File: src/common/fitp_pkg.sv
package fitp_pkg;

  // ------------------------------------------------------------------
  // Sizes
  // ------------------------------------------------------------------
  localparam int unsigned NUM_COND = 4;
  localparam int unsigned NUM_IRQ = 4;
  localparam int unsigned SYNC_STAGES = 2;

  // ------------------------------------------------------------------
  // Register byte offsets
  // ------------------------------------------------------------------
  localparam logic [7:0] OFS_COND_DIR = 8'h00;
  localparam logic [7:0] OFS_COND_OUT = 8'h04;
  localparam logic [7:0] OFS_IRQ_EN = 8'h08;
  localparam logic [7:0] OFS_IRQ_EDGE = 8'h0C;
  localparam logic [7:0] OFS_STATUS = 8'h10;

  // ------------------------------------------------------------------
  // Status field positions
  // ------------------------------------------------------------------
  localparam int unsigned ST_COND_LSB = 0;
  localparam int unsigned ST_IRQ_LSB = 4;
  localparam int unsigned ST_STRAP_BIT = 8;
  localparam int unsigned ST_TMR_BIT = 9;

  // ------------------------------------------------------------------
  // Reset values
  // ------------------------------------------------------------------
  localparam logic [3:0] RST_COND_DIR = 4'h0;
  localparam logic [3:0] RST_COND_OUT = 4'h0;
  localparam logic [3:0] RST_IRQ_EDGE = 4'h0;
  localparam logic [3:0] IRQ_EN_OFF = 4'h0;
  localparam logic [3:0] IRQ_EN_BOOT = 4'hF;
  localparam logic STRAP_IRQ_BOOT = 1'b1;

  // ------------------------------------------------------------------
  // Timing
  // ------------------------------------------------------------------
  localparam logic [2:0] TMR_PULSE_CYCLES = 3'h4;

  // Captured AHB address phase
  typedef struct packed {
    logic valid;
    logic write;
    logic [7:0] addr;
  } fitp_ahb_req_s;

endpackage

File: src/rtl/fitp_sync.sv
`timescale 1ns/1ps
// Multi-stage synchroniser; only the last stage is read outside
module fitp_sync #(
  parameter int unsigned WIDTH = 4,
  parameter int unsigned STAGES = 2,
  parameter logic [WIDTH-1:0] RST_VAL = '0
) (
  input wire logic clock,
  input wire logic rst_n,
  input wire logic [WIDTH-1:0] async_in,
  output logic [WIDTH-1:0] sync_out
);

  logic [WIDTH-1:0] stage_reg [STAGES];

  // Shift chain, synchronous reset
  always_ff @(posedge clock) begin
    if (!rst_n) begin
      for (int i = 0; i < STAGES; i++) begin
        stage_reg[i] <= RST_VAL;
      end
    end else begin
      stage_reg[0] <= async_in;
      for (int i = 1; i < STAGES; i++) begin
        stage_reg[i] <= stage_reg[i-1];
      end
    end
  end

  assign sync_out = stage_reg[STAGES-1];

endmodule // fitp_sync

File: src/rtl/fitp_top.sv
// Local design decisions: the register offsets and register access over AHB-Lite.
`timescale 1ns/1ps
// Overview of operation
// [RL1] Four condition pins, per-pin direction select
// [RL2] Condition pins reset to inputs, drivers off
// [RL3] Sampled condition pins feed the sequencer
// [RL4] Enabled low request raises interrupt event
// [RL5] Per-input edge or level detection
// [RL6] Requests disabled after reset unless boot strap
// [RL7] Timer expiry drives output four cycles
// [RL8] Timer pin sampled as strap during reset
// [RL9] Two-stage synchroniser before any detection
module fitp_top #(
  parameter int unsigned SYNC_STAGES = fitp_pkg::SYNC_STAGES
) (
  input wire logic clock,
  input wire logic rst_n,
  // AHB-Lite slave
  input wire logic hsel,
  input wire logic [31:0] haddr,
  input wire logic [1:0] htrans,
  input wire logic hwrite,
  input wire logic [2:0] hsize,
  input wire logic [31:0] hwdata,
  input wire logic hready,
  output logic [31:0] hrdata,
  output logic hreadyout,
  output logic hresp,
  // Condition pins, three signals each
  input wire logic [3:0] program_condition_pins_in,
  output logic [3:0] program_condition_pins_out,
  output logic [3:0] program_condition_pins_oe,
  // Interrupt request pins, active low
  input wire logic [3:0] interrupt_request_pins_n,
  // Timer-expired pin, strap during reset
  input wire logic timer_expired_in,
  output logic timer_expired_out,
  output logic timer_expired_oe,
  // Core side
  input wire logic timer0_expire,
  output logic [3:0] seq_conditions,
  output logic [3:0] irq_events
);

  // ----------------------------------------------------------------
  // Declarations
  // ----------------------------------------------------------------
  logic [3:0] cond_dir_reg;
  logic [3:0] cond_out_reg;
  logic [3:0] irq_en_reg;
  logic [3:0] irq_edge_reg;
  logic strap_reg;
  logic [3:0] cond_sync;
  logic [3:0] irq_sync_n;
  logic [3:0] irq_prev_n_reg;
  logic [3:0] irq_event_next;
  logic [2:0] tmr_cnt_reg;
  logic [2:0] tmr_cnt_next;
  fitp_pkg::fitp_ahb_req_s req_reg;
  logic [31:0] rdata_next;
  logic addr_phase;

  // ----------------------------------------------------------------
  // Synchronisers
  // ----------------------------------------------------------------
  // Condition pin inputs
  fitp_sync #(
    .WIDTH(4),
    .STAGES(SYNC_STAGES),
    .RST_VAL(4'h0)
  ) u_cond_sync (
    .clock(clock),
    .rst_n(rst_n),
    .async_in(program_condition_pins_in),
    .sync_out(cond_sync)
  ); // RL9

  // Interrupt request inputs, idle high
  fitp_sync #(
    .WIDTH(4),
    .STAGES(SYNC_STAGES),
    .RST_VAL(4'hF)
  ) u_irq_sync (
    .clock(clock),
    .rst_n(rst_n),
    .async_in(interrupt_request_pins_n),
    .sync_out(irq_sync_n)
  ); // RL9

  // ----------------------------------------------------------------
  // Register bus
  // ----------------------------------------------------------------
  assign addr_phase = hsel && htrans[1] && hready;

  // Address phase capture
  always_ff @(posedge clock) begin
    if (!rst_n) begin
      req_reg <= '0;
    end else begin
      req_reg.valid <= addr_phase;
      req_reg.write <= hwrite;
      req_reg.addr <= haddr[7:0];
    end
  end

  // Read mux, word aligned
  always_comb begin
    rdata_next = 32'h0000_0000;
    unique case (haddr[7:0])
      fitp_pkg::OFS_COND_DIR: rdata_next[3:0] = cond_dir_reg;
      fitp_pkg::OFS_COND_OUT: rdata_next[3:0] = cond_out_reg;
      fitp_pkg::OFS_IRQ_EN: rdata_next[3:0] = irq_en_reg;
      fitp_pkg::OFS_IRQ_EDGE: rdata_next[3:0] = irq_edge_reg;
      fitp_pkg::OFS_STATUS: begin
        rdata_next[fitp_pkg::ST_COND_LSB +: 4] = cond_sync;
        rdata_next[fitp_pkg::ST_IRQ_LSB +: 4] = ~irq_sync_n;
        rdata_next[fitp_pkg::ST_STRAP_BIT] = strap_reg;
        rdata_next[fitp_pkg::ST_TMR_BIT] = timer_expired_out;
      end
      default: rdata_next = 32'h0000_0000;
    endcase
  end

  // Read data for the data phase, zero wait, always OKAY
  always_ff @(posedge clock) begin
    if (!rst_n) begin
      hrdata <= 32'h0000_0000;
      hreadyout <= 1'b0;
      hresp <= 1'b0;
    end else begin
      hreadyout <= 1'b1;
      hresp <= 1'b0;
      if (addr_phase && !hwrite) begin
        hrdata <= rdata_next;
      end
    end
  end

  // ----------------------------------------------------------------
  // Control registers
  // ----------------------------------------------------------------
  // Condition pin direction and drive value
  always_ff @(posedge clock) begin
    if (!rst_n) begin
      cond_dir_reg <= fitp_pkg::RST_COND_DIR; // RL2
      cond_out_reg <= fitp_pkg::RST_COND_OUT;
    end else if (req_reg.valid && req_reg.write) begin
      if (req_reg.addr == fitp_pkg::OFS_COND_DIR) begin
        cond_dir_reg <= hwdata[3:0]; // RL1
      end
      if (req_reg.addr == fitp_pkg::OFS_COND_OUT) begin
        cond_out_reg <= hwdata[3:0];
      end
    end
  end

  // Interrupt enable and mode; enable reset follows the strap
  always_ff @(posedge clock) begin
    if (!rst_n) begin
      irq_en_reg <= (timer_expired_in == fitp_pkg::STRAP_IRQ_BOOT) ?
        fitp_pkg::IRQ_EN_BOOT : fitp_pkg::IRQ_EN_OFF; // RL6
      irq_edge_reg <= fitp_pkg::RST_IRQ_EDGE;
    end else if (req_reg.valid && req_reg.write) begin
      if (req_reg.addr == fitp_pkg::OFS_IRQ_EN) begin
        irq_en_reg <= hwdata[3:0];
      end
      if (req_reg.addr == fitp_pkg::OFS_IRQ_EDGE) begin
        irq_edge_reg <= hwdata[3:0]; // RL5
      end
    end
  end

  // Strap capture while reset is held
  always_ff @(posedge clock) begin
    if (!rst_n) begin
      strap_reg <= timer_expired_in; // RL8
    end
  end

  // ----------------------------------------------------------------
  // Condition pins
  // ----------------------------------------------------------------
  // Pin drive and sequencer conditions
  always_ff @(posedge clock) begin
    if (!rst_n) begin
      program_condition_pins_oe <= 4'h0; // RL2
      program_condition_pins_out <= 4'h0;
      seq_conditions <= 4'h0;
    end else begin
      program_condition_pins_oe <= cond_dir_reg; // RL1
      program_condition_pins_out <= cond_out_reg;
      seq_conditions <= cond_sync; // RL3
    end
  end

  // ----------------------------------------------------------------
  // Interrupt detection
  // ----------------------------------------------------------------
  // Edge: falling edge pulse; level: asserted while held low
  always_comb begin
    for (int i = 0; i < 4; i++) begin
      if (irq_edge_reg[i]) begin
        irq_event_next[i] = irq_prev_n_reg[i] && !irq_sync_n[i]; // RL5
      end else begin
        irq_event_next[i] = !irq_sync_n[i];
      end
    end
    irq_event_next = irq_event_next & irq_en_reg; // RL4
  end

  // Previous sample and event register
  always_ff @(posedge clock) begin
    if (!rst_n) begin
      irq_prev_n_reg <= 4'hF;
      irq_events <= 4'h0;
    end else begin
      irq_prev_n_reg <= irq_sync_n;
      irq_events <= irq_event_next; // RL4
    end
  end

  // ----------------------------------------------------------------
  // Timer-expired pulse
  // ----------------------------------------------------------------
  // Cycles left in the pulse; a new expiry restarts it
  always_comb begin
    if (timer0_expire) begin
      tmr_cnt_next = fitp_pkg::TMR_PULSE_CYCLES; // RL7
    end else if (tmr_cnt_reg != 3'h0) begin
      tmr_cnt_next = tmr_cnt_reg - 3'h1;
    end else begin
      tmr_cnt_next = 3'h0;
    end
  end

  // Output released from reset only after the strap is taken
  always_ff @(posedge clock) begin
    if (!rst_n) begin
      tmr_cnt_reg <= 3'h0;
      timer_expired_out <= 1'b0;
      timer_expired_oe <= 1'b0; // RL8
    end else begin
      tmr_cnt_reg <= tmr_cnt_next;
      timer_expired_out <= (tmr_cnt_next != 3'h0); // RL7
      timer_expired_oe <= 1'b1;
    end
  end

endmodule // fitp_top

File: config.mk
export PLATFORM = sky130hd
export DESIGN_NAME = fitp_top
export DESIGN_NICKNAME = d
export VERILOG_FILES = /design/src/common/fitp_pkg.sv /design/src/rtl/fitp_sync.sv /design/src/rtl/fitp_top.sv
export SDC_FILE = /design/constraint.sdc
export NUM_CORES = 1
export LEC_CHECK = 0
export BUFFER_PORTS_ARGS = -buffer_cell sky130_fd_sc_hd__buf_4
export CAP_MARGIN = 25
export CORE_UTILIZATION = 49
export DETAILED_ROUTE_END_ITERATION = 16
export HOLD_SLACK_MARGIN = 0.06
export PLACE_DENSITY = 0.84
export SLEW_MARGIN = 20
export SYNTH_ARGS = -nofsm -noshare
export SYNTH_HDL_FRONTEND = slang
export SYNTH_HIERARCHICAL = 1
export SYNTH_SLANG_ARGS = --single-unit
File: constraint.sdc
create_clock -name clock -period 5.4 [get_ports clock]
set_clock_uncertainty 0.15 [all_clocks]
set_input_delay 0.81 -clock clock [delete_from_list [all_inputs] [get_ports clock]]
set_output_delay 0.81 -clock clock [all_outputs]
set_load 0.005 [all_outputs]
Yosys cells after proc, flatten, opt, wreduce, memory -nomap -nowiden:

Memories as Yosys holds them, arrays and structs flattened.
Cells that the tools add are included.

* $add $sub $neg: 1
* multipliers: 0
* div/mod/pow operators: 0
* $lt $le $gt $ge: 0
* equal/unequal tests: 9
* shift-type cells: 0
* muxes and demuxes: 18
* bitwise operators: 6
* reduce and logical (&&, ||, !) cells: 21

Operators with widths (count)
* 8-bit by 4-bit == test with 1-bit output (second input constant): 4
* 4-bit 2-to-1 mux: 8
* 4-bit one-hot mux with 5 select lines: 1
* 8-bit by 3-bit == test with 1-bit output (second input constant): 2
* 8-bit zero test: 2
* 8-bit by 5-bit == test with 1-bit output (second input constant): 1
* 1-bit logical AND: 8
* 2-bit AND reduction: 4
* 1-bit 2-to-1 mux: 6
* 3-bit 2-to-1 mux: 2
* 6-bit 2-to-1 mux: 1
* 3-bit nonzero test: 2
* 1-bit zero test: 5
* 4-bit bitwise AND: 1
* 2-bit by 1-bit != test with 1-bit output (second input constant): 2
* 4-bit NOT: 1
* 1-bit bitwise OR: 4
* 3-bit by 1-bit subtractor with 3-bit output (second input constant): 1

* register bits: 62
* latch bits: 0
* memory bits (writable): 16
* memory bits (read-only): 0
* input port bits: 84
* output and inout port bits: 52
* logic and storage cells: 74
* memories: 2

Memories
* u_cond_sync.stage_reg: words 2, bits a word 4, read ports 2, clocked after Yosys merged registers in 0, write ports 2, RTL line fitp_sync.sv:14 `logic [WIDTH-1:0] stage_reg [STAGES];`
* u_irq_sync.stage_reg: words 2, bits a word 4, read ports 2, clocked after Yosys merged registers in 0, write ports 2, RTL line fitp_sync.sv:14

Longest topological paths before layout:

Gate-level depths: netlist of the first run.
An unclocked memory read counts as a cell.

* depth in word-level cells: 5
* depth in mapped cells: 5
* depth with buffers taken out: 4

Modules after synthesis:

Netlist of the first run, hierarchy kept.

By module, submodules not included
* fitp_top: times used 1, cells an instance 228, area an instance 2367.3 sq um, seq. area each 1291.2 sq um
* fitp_sync: times used 2, cells an instance 20, area an instance 240.2 sq um, seq. area each 160.2 sq um

Least setup slack after synthesis of the first run:

Ideal clock, no wire load.

* path kind: input to register
* start: input haddr[2]
* end: register hrdata[4]
* library setup time: 65 ps
* arrival time: 2022 ps
* data required time: 5185 ps
* slack: 3163 ps
* cell stages on the path: 5
* buffers on the path: 1
* cell sequence: clkbuf_1 > nor4_1 > nand4_1 > a2bb2oi_1 > nor2_1

* word-level cells in the longest chain between the ends: 2

Ends and longest elaborated chain
* start, declared: RTL line fitp_top.sv:20 `input wire logic [31:0] haddr,`
* 8-bit by 5-bit == test with 1-bit output: RTL line fitp_top.sv:109 `unique case (haddr[7:0])`
* 6-bit 2-to-1 mux: RTL line fitp_top.sv:109
* end signal, assigned: RTL line fitp_top.sv:134 `hrdata <= rdata_next;`
* end, declared: RTL line fitp_top.sv:26 `output logic [31:0] hrdata,`

Every way passes these cells.
A chain may end at the register's enable or synchronous reset.

Worst setup path in the final report of the first run:

* start: input haddr[2]
* end: register hrdata[9]

The elaborated chain is that of the path after synthesis.

==> impl_metrics.yaml, run 1 <==
yosys:
  synthTopCellsByCount: "73 x dfxtp_1, 32 x buf_4, 27 x nand2_1, 21 x and2_1"
  synthFlopType: "dfxtp_1"
  synth_most_common_cell: "dfxtp_1"
  synth-seq-cells: 78
  yosys_warnings: 6
  synth_edf_count: 5
  post_synth.cell_area_avg_sq_um: 10.6
  synth_top_area_frac: 0.513
  syn-cell-area_sq_mm: 0.00285
  yosysSeqAreaShare: 0.566
  synth_area_leader_cell: "dfxtp_1"
  ys_types: 31
  async_reset_ff_frac: 0
  synth_area_leaders: "dfxtp_1 51%, buf_4 8.4%, edfxtp_1 5.3%, and2_1 4.6%, mux2i_1 4.2%"
  syn_inst: 268
worst_setup_path:
  critPathMaxStageDelay_ns: 0.61
  worstPathArrival_ns: 2.38
  worst-setup-path-type: "in -> reg"
  crit_start: "haddr[2]"
  end_kind: "flip-flop"
  required_ns: 5.53
  r2r-start: "req_reg[5]$_SDFF_PN0_"
  cp-start-kind: "primary input"
  r2r_end: "irq_en_reg[0]$_DFFE_PP_"
  r2r_cells: 4
  path_max_fanout: 7
  ff2ff_setup_slack_ns: 3.20
  crit_path_top_delay_cell: "nor4_1"
  cp_cell_sequence: "buf_4 > nor4_1 > nand4_1 > a2bb2oi_1 > nor2_1"
  cp-endpoint: "hrdata[9]$_SDFFE_PN0P_"
die:
  rows: 27
  io_pins: 136
  coreArea_sq_mm: 0.00554
  die_w_um: 78.2
  fp.dieArea_sq_mm: 0.00612
  fp.dieH_um: 78.2
  initial_utilization: 0.514
clock_network:
  cts_setup_buffers: 0
  insertion_delay_ns: 0.35
  cts_made_buffers: 9
  h-tree-depth: 3
  post_cts_resized: 0
  cts_tree: "done"
  clockBufferDepth: 2
  clkSinkCount: 78
  holdBufCountCts: 0
  root_buffer: "clkbuf_8"
  clk_pin_slew_worst_paths_ns: 0.08
pwr:
  p_total_w: 0.00115
  p_per_area_mw_per_mm2: 337
  p_int_w: 0.000898
  switchingPower_w: 0.000248
  p_leak_nw: 1.62
  switching_share: 0.217
  ir_worst_vdd_mv: 0.145
  pwr-share-seq: 0.529
  combPwrFrac: 0.056
  clock_power_share: 0.416
sta:
  setup_viol: 0
  clock.fmax_mhz: 446
  hold_viol: 0
  grt_setup_unrepaired: "no"
  worst_pin_slew_ns: 0.686
  period_share: 0.415
  setup_tns_ns: 0
  fin_crit_ns: 2.24
  slew_headroom: 0.539
  drv_slew: 0
grt:
  grtUsageTotal: 0.179
  grt_pass1_vias: 1737
  grt_max_degree: 58
  overflow: 0
  grt_util_met1: 0.219
  grt_first_pass_wirelength_um: 8120
  grt_util_met2: 0.275
  antenna_found_initial: 0
  busiest_layer: "met2"
  grt_use_met3: 0.0558
placed_design:
  place_area_sq_mm: 0.00317
  hpwlAfterDp_um: 3540
  routabilityCongestion: 0.769
  io_buffers: 56
worst_hold_path:
  hp-class: "reg -> reg"
  hold_path_depth: 1
run:
  cap_viol_max_count: 0
final_layout:
  drive_above_1_share: 0.257
  area_growth_syn_to_layout_pct: 19.4
  antennaDiodeCount: 0
  fin_nets: 402
  fin_area_sq_mm: 0.00340
drt:
  drt_wl_total_um: 5150
  ant_nets: 0
  num_vias: 1903
  drcViolationCount: 0
  avgViaCountPerCell: 4.82
  first_iter_violations: 114
  avgRoutedWirePerCell_um: 13.0
  first_pass_iters: 4
status:
  status: "completed"
[layer usage]
layer,wire (um),vias up
met5,0,-
met1,2220,876
met3,369,11
met4,102,0
met2,2460,83
li1,-,933
[layout by cell type, fill, tap and decap left out]
cell type / instances
a2bb2oi_1: 6
o21ai_0: 6
nor2b_1: 5
nand4_1: 1
conb_1: 23
a31oi_1: 4
nor3b_4: 1
nand2b_1: 12
nor3_1: 3
clkbuf_16: 2
or4_4: 1
nand4b_1: 1
nand3_1: 2
inv_1: 12
nor4_4: 1
nor2_1: 9
a21oi_1: 3
a22oi_1: 4
mux2_2: 8
nand3b_1: 1
nand2_1: 27
buf_4: 56
clkinvlp_4: 1
mux2i_1: 12
clkinv_2: 3
and4b_1: 1
edfxtp_1: 5
bufinv_16: 1
dfxtp_1: 73
nor4_1: 1
nor3b_1: 4
o211a_1: 4
clkbuf_8: 9
and2_1: 21
[how the worst min path moves through the flow]
stage / startpoint / end / slack (ns)
global route: u_irq_sync/stage_reg[0][0]$_SDFF_PN1_ / u_irq_sync/stage_reg[0][4]$_SDFF_PN1_ / 0.27
CTS: u_irq_sync/stage_reg[0][3]$_SDFF_PN1_ / u_irq_sync/stage_reg[0][7]$_SDFF_PN1_ / 0.26
detailed placement: u_irq_sync/stage_reg[0][0]$_SDFF_PN1_ / u_irq_sync/stage_reg[0][4]$_SDFF_PN1_ / 0.25
global placement: u_irq_sync/stage_reg[0][1]$_SDFF_PN1_ / u_irq_sync/stage_reg[0][5]$_SDFF_PN1_ / 0.24
finish: u_irq_sync/stage_reg[0][3]$_SDFF_PN1_ / u_irq_sync/stage_reg[0][7]$_SDFF_PN1_ / 0.26
floorplan: u_irq_sync/stage_reg[0][0]$_SDFF_PN1_ / u_irq_sync/stage_reg[0][4]$_SDFF_PN1_ / 0.24
[layout make-up]
class	instances	area, sq um
clock buffers	11	174
clock inverters	5	52.6
repair buffers	56	420
multi-input cells	161	1010
inverters	12	45.0
well taps	72	90.1
fillers	471	2140
flip-flops and latches	78	1610
[cell families after synthesis]
logic type,share of synthesized area
DFF,0.566
other,0.00132
AOI/OAI and AO/OA,0.0677
and+or+nand+nor,0.182
muxes,0.0738
buffers and inverters,0.109
[power by group through the flow]
| stage | Combinational [W] | Sequential, W | Clock [W] |
|---|---|---|---|
| CTS | 0.0000638 | 0.000606 | 0.000480 |
| detailed placement | 0.0000633 | 0.000619 | 0 |
| finish | 0.0000637 | 0.000606 | 0.000476 |
| global route | 0.0000697 | 0.000607 | 0.000505 |
| global placement | 0.0000619 | 0.000618 | 0 |
| floorplan | 0.0000489 | 0.000618 | 0 |
[metrics by stage]
stage	utilization	instances	worst slack [ns]	hold WS [ns]
after floorplan	-	290	3.16	0.236
after global placement	0.573	379	2.87	0.240
after detailed placement	0.573	379	2.80	0.245
after CTS	0.614	395	3.17	0.264
after global routing	0.614	395	2.96	0.273
final	0.614	395	3.16	0.260
[critical path: cells and delay by family]
kind                   cells  cell delay [ns]
and+or+nand+nor            3             1.16
buffers and inverters      1             0.15
AOI/OAI and AO/OA          1             0.25
(Power assumes the default switching activity.)
==> run 2: changes to the inputs <==
--- a/config.mk
+++ b/config.mk
@@ -5,12 +5,13 @@
 export SDC_FILE = /design/constraint.sdc
 export NUM_CORES = 1
 export LEC_CHECK = 0
+export ABC_AREA = 1
 export BUFFER_PORTS_ARGS = -buffer_cell sky130_fd_sc_hd__buf_4
 export CAP_MARGIN = 25
-export CORE_UTILIZATION = 49
+export CORE_UTILIZATION = 46
 export DETAILED_ROUTE_END_ITERATION = 16
 export HOLD_SLACK_MARGIN = 0.06
-export PLACE_DENSITY = 0.84
+export PLACE_DENSITY = 0.79
 export SLEW_MARGIN = 20
 export SYNTH_ARGS = -nofsm -noshare
 export SYNTH_HDL_FRONTEND = slang
==> constraint.sdc (replaced) <==
create_clock -name clock -period 2.1 [get_ports clock]
set_clock_uncertainty 0.15 [all_clocks]
set_input_delay 0.315 -clock clock [delete_from_list [all_inputs] [get_ports clock]]
set_output_delay 0.315 -clock clock [all_outputs]
set_load 0.005 [all_outputs]
==> impl_metrics.yaml, run 2 <==
drt:
  avgViaCountPerCell: 4.55
  avgRoutedWirePerCell_um: 11.2
  ant_nets: 0
  first_iter_violations: 121
  num_vias: 2315
  first_pass_iters: 5
  drt_wl_total_um: 5720
  drcViolationCount: 0
yosys:
  synthTopCellsByCount: "73 x dfxtp_1, 73 x nand2_1, 50 x inv_1, 32 x buf_4, 24 x nor2_1"
  ys_types: 23
  syn_inst: 360
  syn-cell-area_sq_mm: 0.00297
  synth_top_area_frac: 0.492
  yosysSeqAreaShare: 0.542
  synth_area_leader_cell: "dfxtp_1"
  synth_area_leaders: "dfxtp_1 49%, nand2_1 9.2%, buf_4 8.1%, inv_1 6.3%, edfxtp_1 5.1%"
  yosys_warnings: 6
  synth_edf_count: 5
  post_synth.cell_area_avg_sq_um: 8.26
  synth-seq-cells: 78
  async_reset_ff_frac: 0
  synthFlopType: "dfxtp_1"
worst_setup_path:
  end_kind: "flip-flop"
  worst-setup-path-type: "in -> reg"
  required_ns: 2.23
  path_max_fanout: 5
  ff2ff_setup_slack_ns: 0.73
  worstPathArrival_ns: 1.77
  cp-start-kind: "primary input"
placed_design:
  io_buffers: 56
  routabilityCongestion: 0.847
  place_area_sq_mm: 0.00330
  hpwlAfterDp_um: 4070
die:
  fp.dieArea_sq_mm: 0.00679
  rows: 28
  io_pins: 136
  initial_utilization: 0.491
  fp.dieH_um: 82.4
  coreArea_sq_mm: 0.00606
  die_w_um: 82.4
status:
  status: "completed"
clock_network:
  clkSinkCount: 78
  post_cts_resized: 0
  cts_setup_buffers: 0
  cts_tree: "done"
  h-tree-depth: 3
  clockBufferDepth: 2
  root_buffer: "clkbuf_8"
  clk_pin_slew_worst_paths_ns: 0.08
  insertion_delay_ns: 0.34
  cts_made_buffers: 9
final_layout:
  drive_above_1_share: 0.212
  final_cell_mix: "73 x nand2_1, 73 x dfxtp_1, 58 x buf_4"
  antennaDiodeCount: 0
  fin_nets: 513
  fin_area_sq_mm: 0.00371
  area_growth_syn_to_layout_pct: 24.7
grt:
  overflow: 0
  grt_max_degree: 33
  antenna_found_initial: 0
  grt_pass1_vias: 2133
  grtUsageTotal: 0.186
  grt_first_pass_wirelength_um: 9190
sta:
  period_share: 0.782
  setup_viol: 0
  setup_tns_ns: 0
  drv_slew: 0
  grt_setup_unrepaired: "no"
  clock.fmax_mhz: 609
  fin_crit_ns: 1.64
  hold_viol: 0
pwr:
  p_per_area_mw_per_mm2: 805
  ir_worst_vdd_mv: 0.492
  p_leak_nw: 1.90
run:
  cap_viol_max_count: 0
worst_hold_path:
  hp-class: "in -> reg"
run 2: changes by cell type in the layout (fill, tap and decap cells not counted), moves of 7 or more:
| cell | delta |
|---|---|
| and2_1 | -21 |
| a21oi_1 | +11 |
| inv_1 | +38 |
| o21a_1 | +8 |
| o21ai_1 | +16 |
| mux2i_1 | -12 |
| dlygate4sd3_1 | +19 |
| nand2b_1 | -12 |
| nor2_2 | +7 |
| nand2_1 | +46 |
| nand3_1 | +21 |
| nor2_1 | +15 |
| mux2_2 | -8 |
run 2: power by group:
part	internal, W	total, W	switching, W	leakage, nW
registers	0.00154	0.00156	0.0000177	0.646
logic	0.0000972	0.000206	0.000109	1.14
clock network	0.000698	0.00122	0.000525	0.113
total	0.00233	0.00299	0.000651	1.90
run 2: kinds of logic (layout without fill, tap and decap cells):
| kind of cell | count (synthesis) | count (layout) | share of synthesized area |
|---|---|---|---|
| AO/OA/AOI/OAI | 48 | 48 | 0.0918 |
| buffers and inverters | 96 | 148 | 0.167 |
| flip-flops | 78 | 78 | 0.542 |
| other | 1 | 23 | 0.00126 |
| AND/OR/NAND/NOR | 137 | 137 | 0.198 |
run 2: worst paths after layout:
path,startpoint,endpoint,cells past startpoint
worst min register to register,u_irq_sync/stage_reg[0][2]$_SDFF_PN1_,u_irq_sync/stage_reg[0][6]$_SDFF_PN1_,2
worst max register to register,req_reg[7]$_SDFF_PN0_,irq_edge_reg[1]$_SDFFE_PN0P_,6
worst min-delay path,hwdata[3],cond_out_reg[3]$_SDFFE_PN0P_,2
worst max-delay path,haddr[3],hrdata[0]$_SDFFE_PN0P_,9
run 2: stage by stage:
step / utilization / total power [W] / cells / hold slack, ns / worst slack, ns
final: 0.612 / 0.00299 / 509 / 0.0770 / 0.458
after global routing: 0.612 / 0.00311 / 509 / 0.0716 / 0.336
after CTS: 0.612 / 0.00301 / 509 / 0.0619 / 0.462
after detailed placement: 0.544 / 0.00177 / 474 / 0.245 / 0.605
after global placement: 0.544 / 0.00176 / 474 / 0.232 / 0.607
after floorplan: - / 0.00172 / 382 / 0.193 / 0.887
run 2: metal layers:
layer	vias up	track usage	share of wire
met4	0	0.0982	0.025
li1	1191	-	-
met1	1028	0.218	0.45
met2	78	0.314	0.48
met5	-	0	0
met3	18	0.0429	0.051
run 2: layout make-up:
| class | count | area (sq um) |
|---|---|---|
| clock buffers | 10 | 138 |
| clock inverters | 6 | 83.8 |
| fillers | 543 | 2350 |
| inverters | 55 | 206 |
| multi-input cells | 208 | 948 |
| flip-flops and latches | 78 | 1610 |
| well taps | 75 | 93.8 |
| repair buffers | 77 | 626 |
run 2: critical path, cell delays in order:
cell and delay [ns]:
dlygate4sd3_1 0.54, buf_4 0.16, nor2_1 0.09, nand2_1 0.11
nor2_2 0.25, nand2_1 0.09, nand2_1 0.07, nor2_1 0.04
a21oi_1 0.11
run 2: repair_timing:
item                                   CTS  global route
setup endpoints to repair                0             0
endpoints found under the hold margin   20             0
hold buffers                            19             0
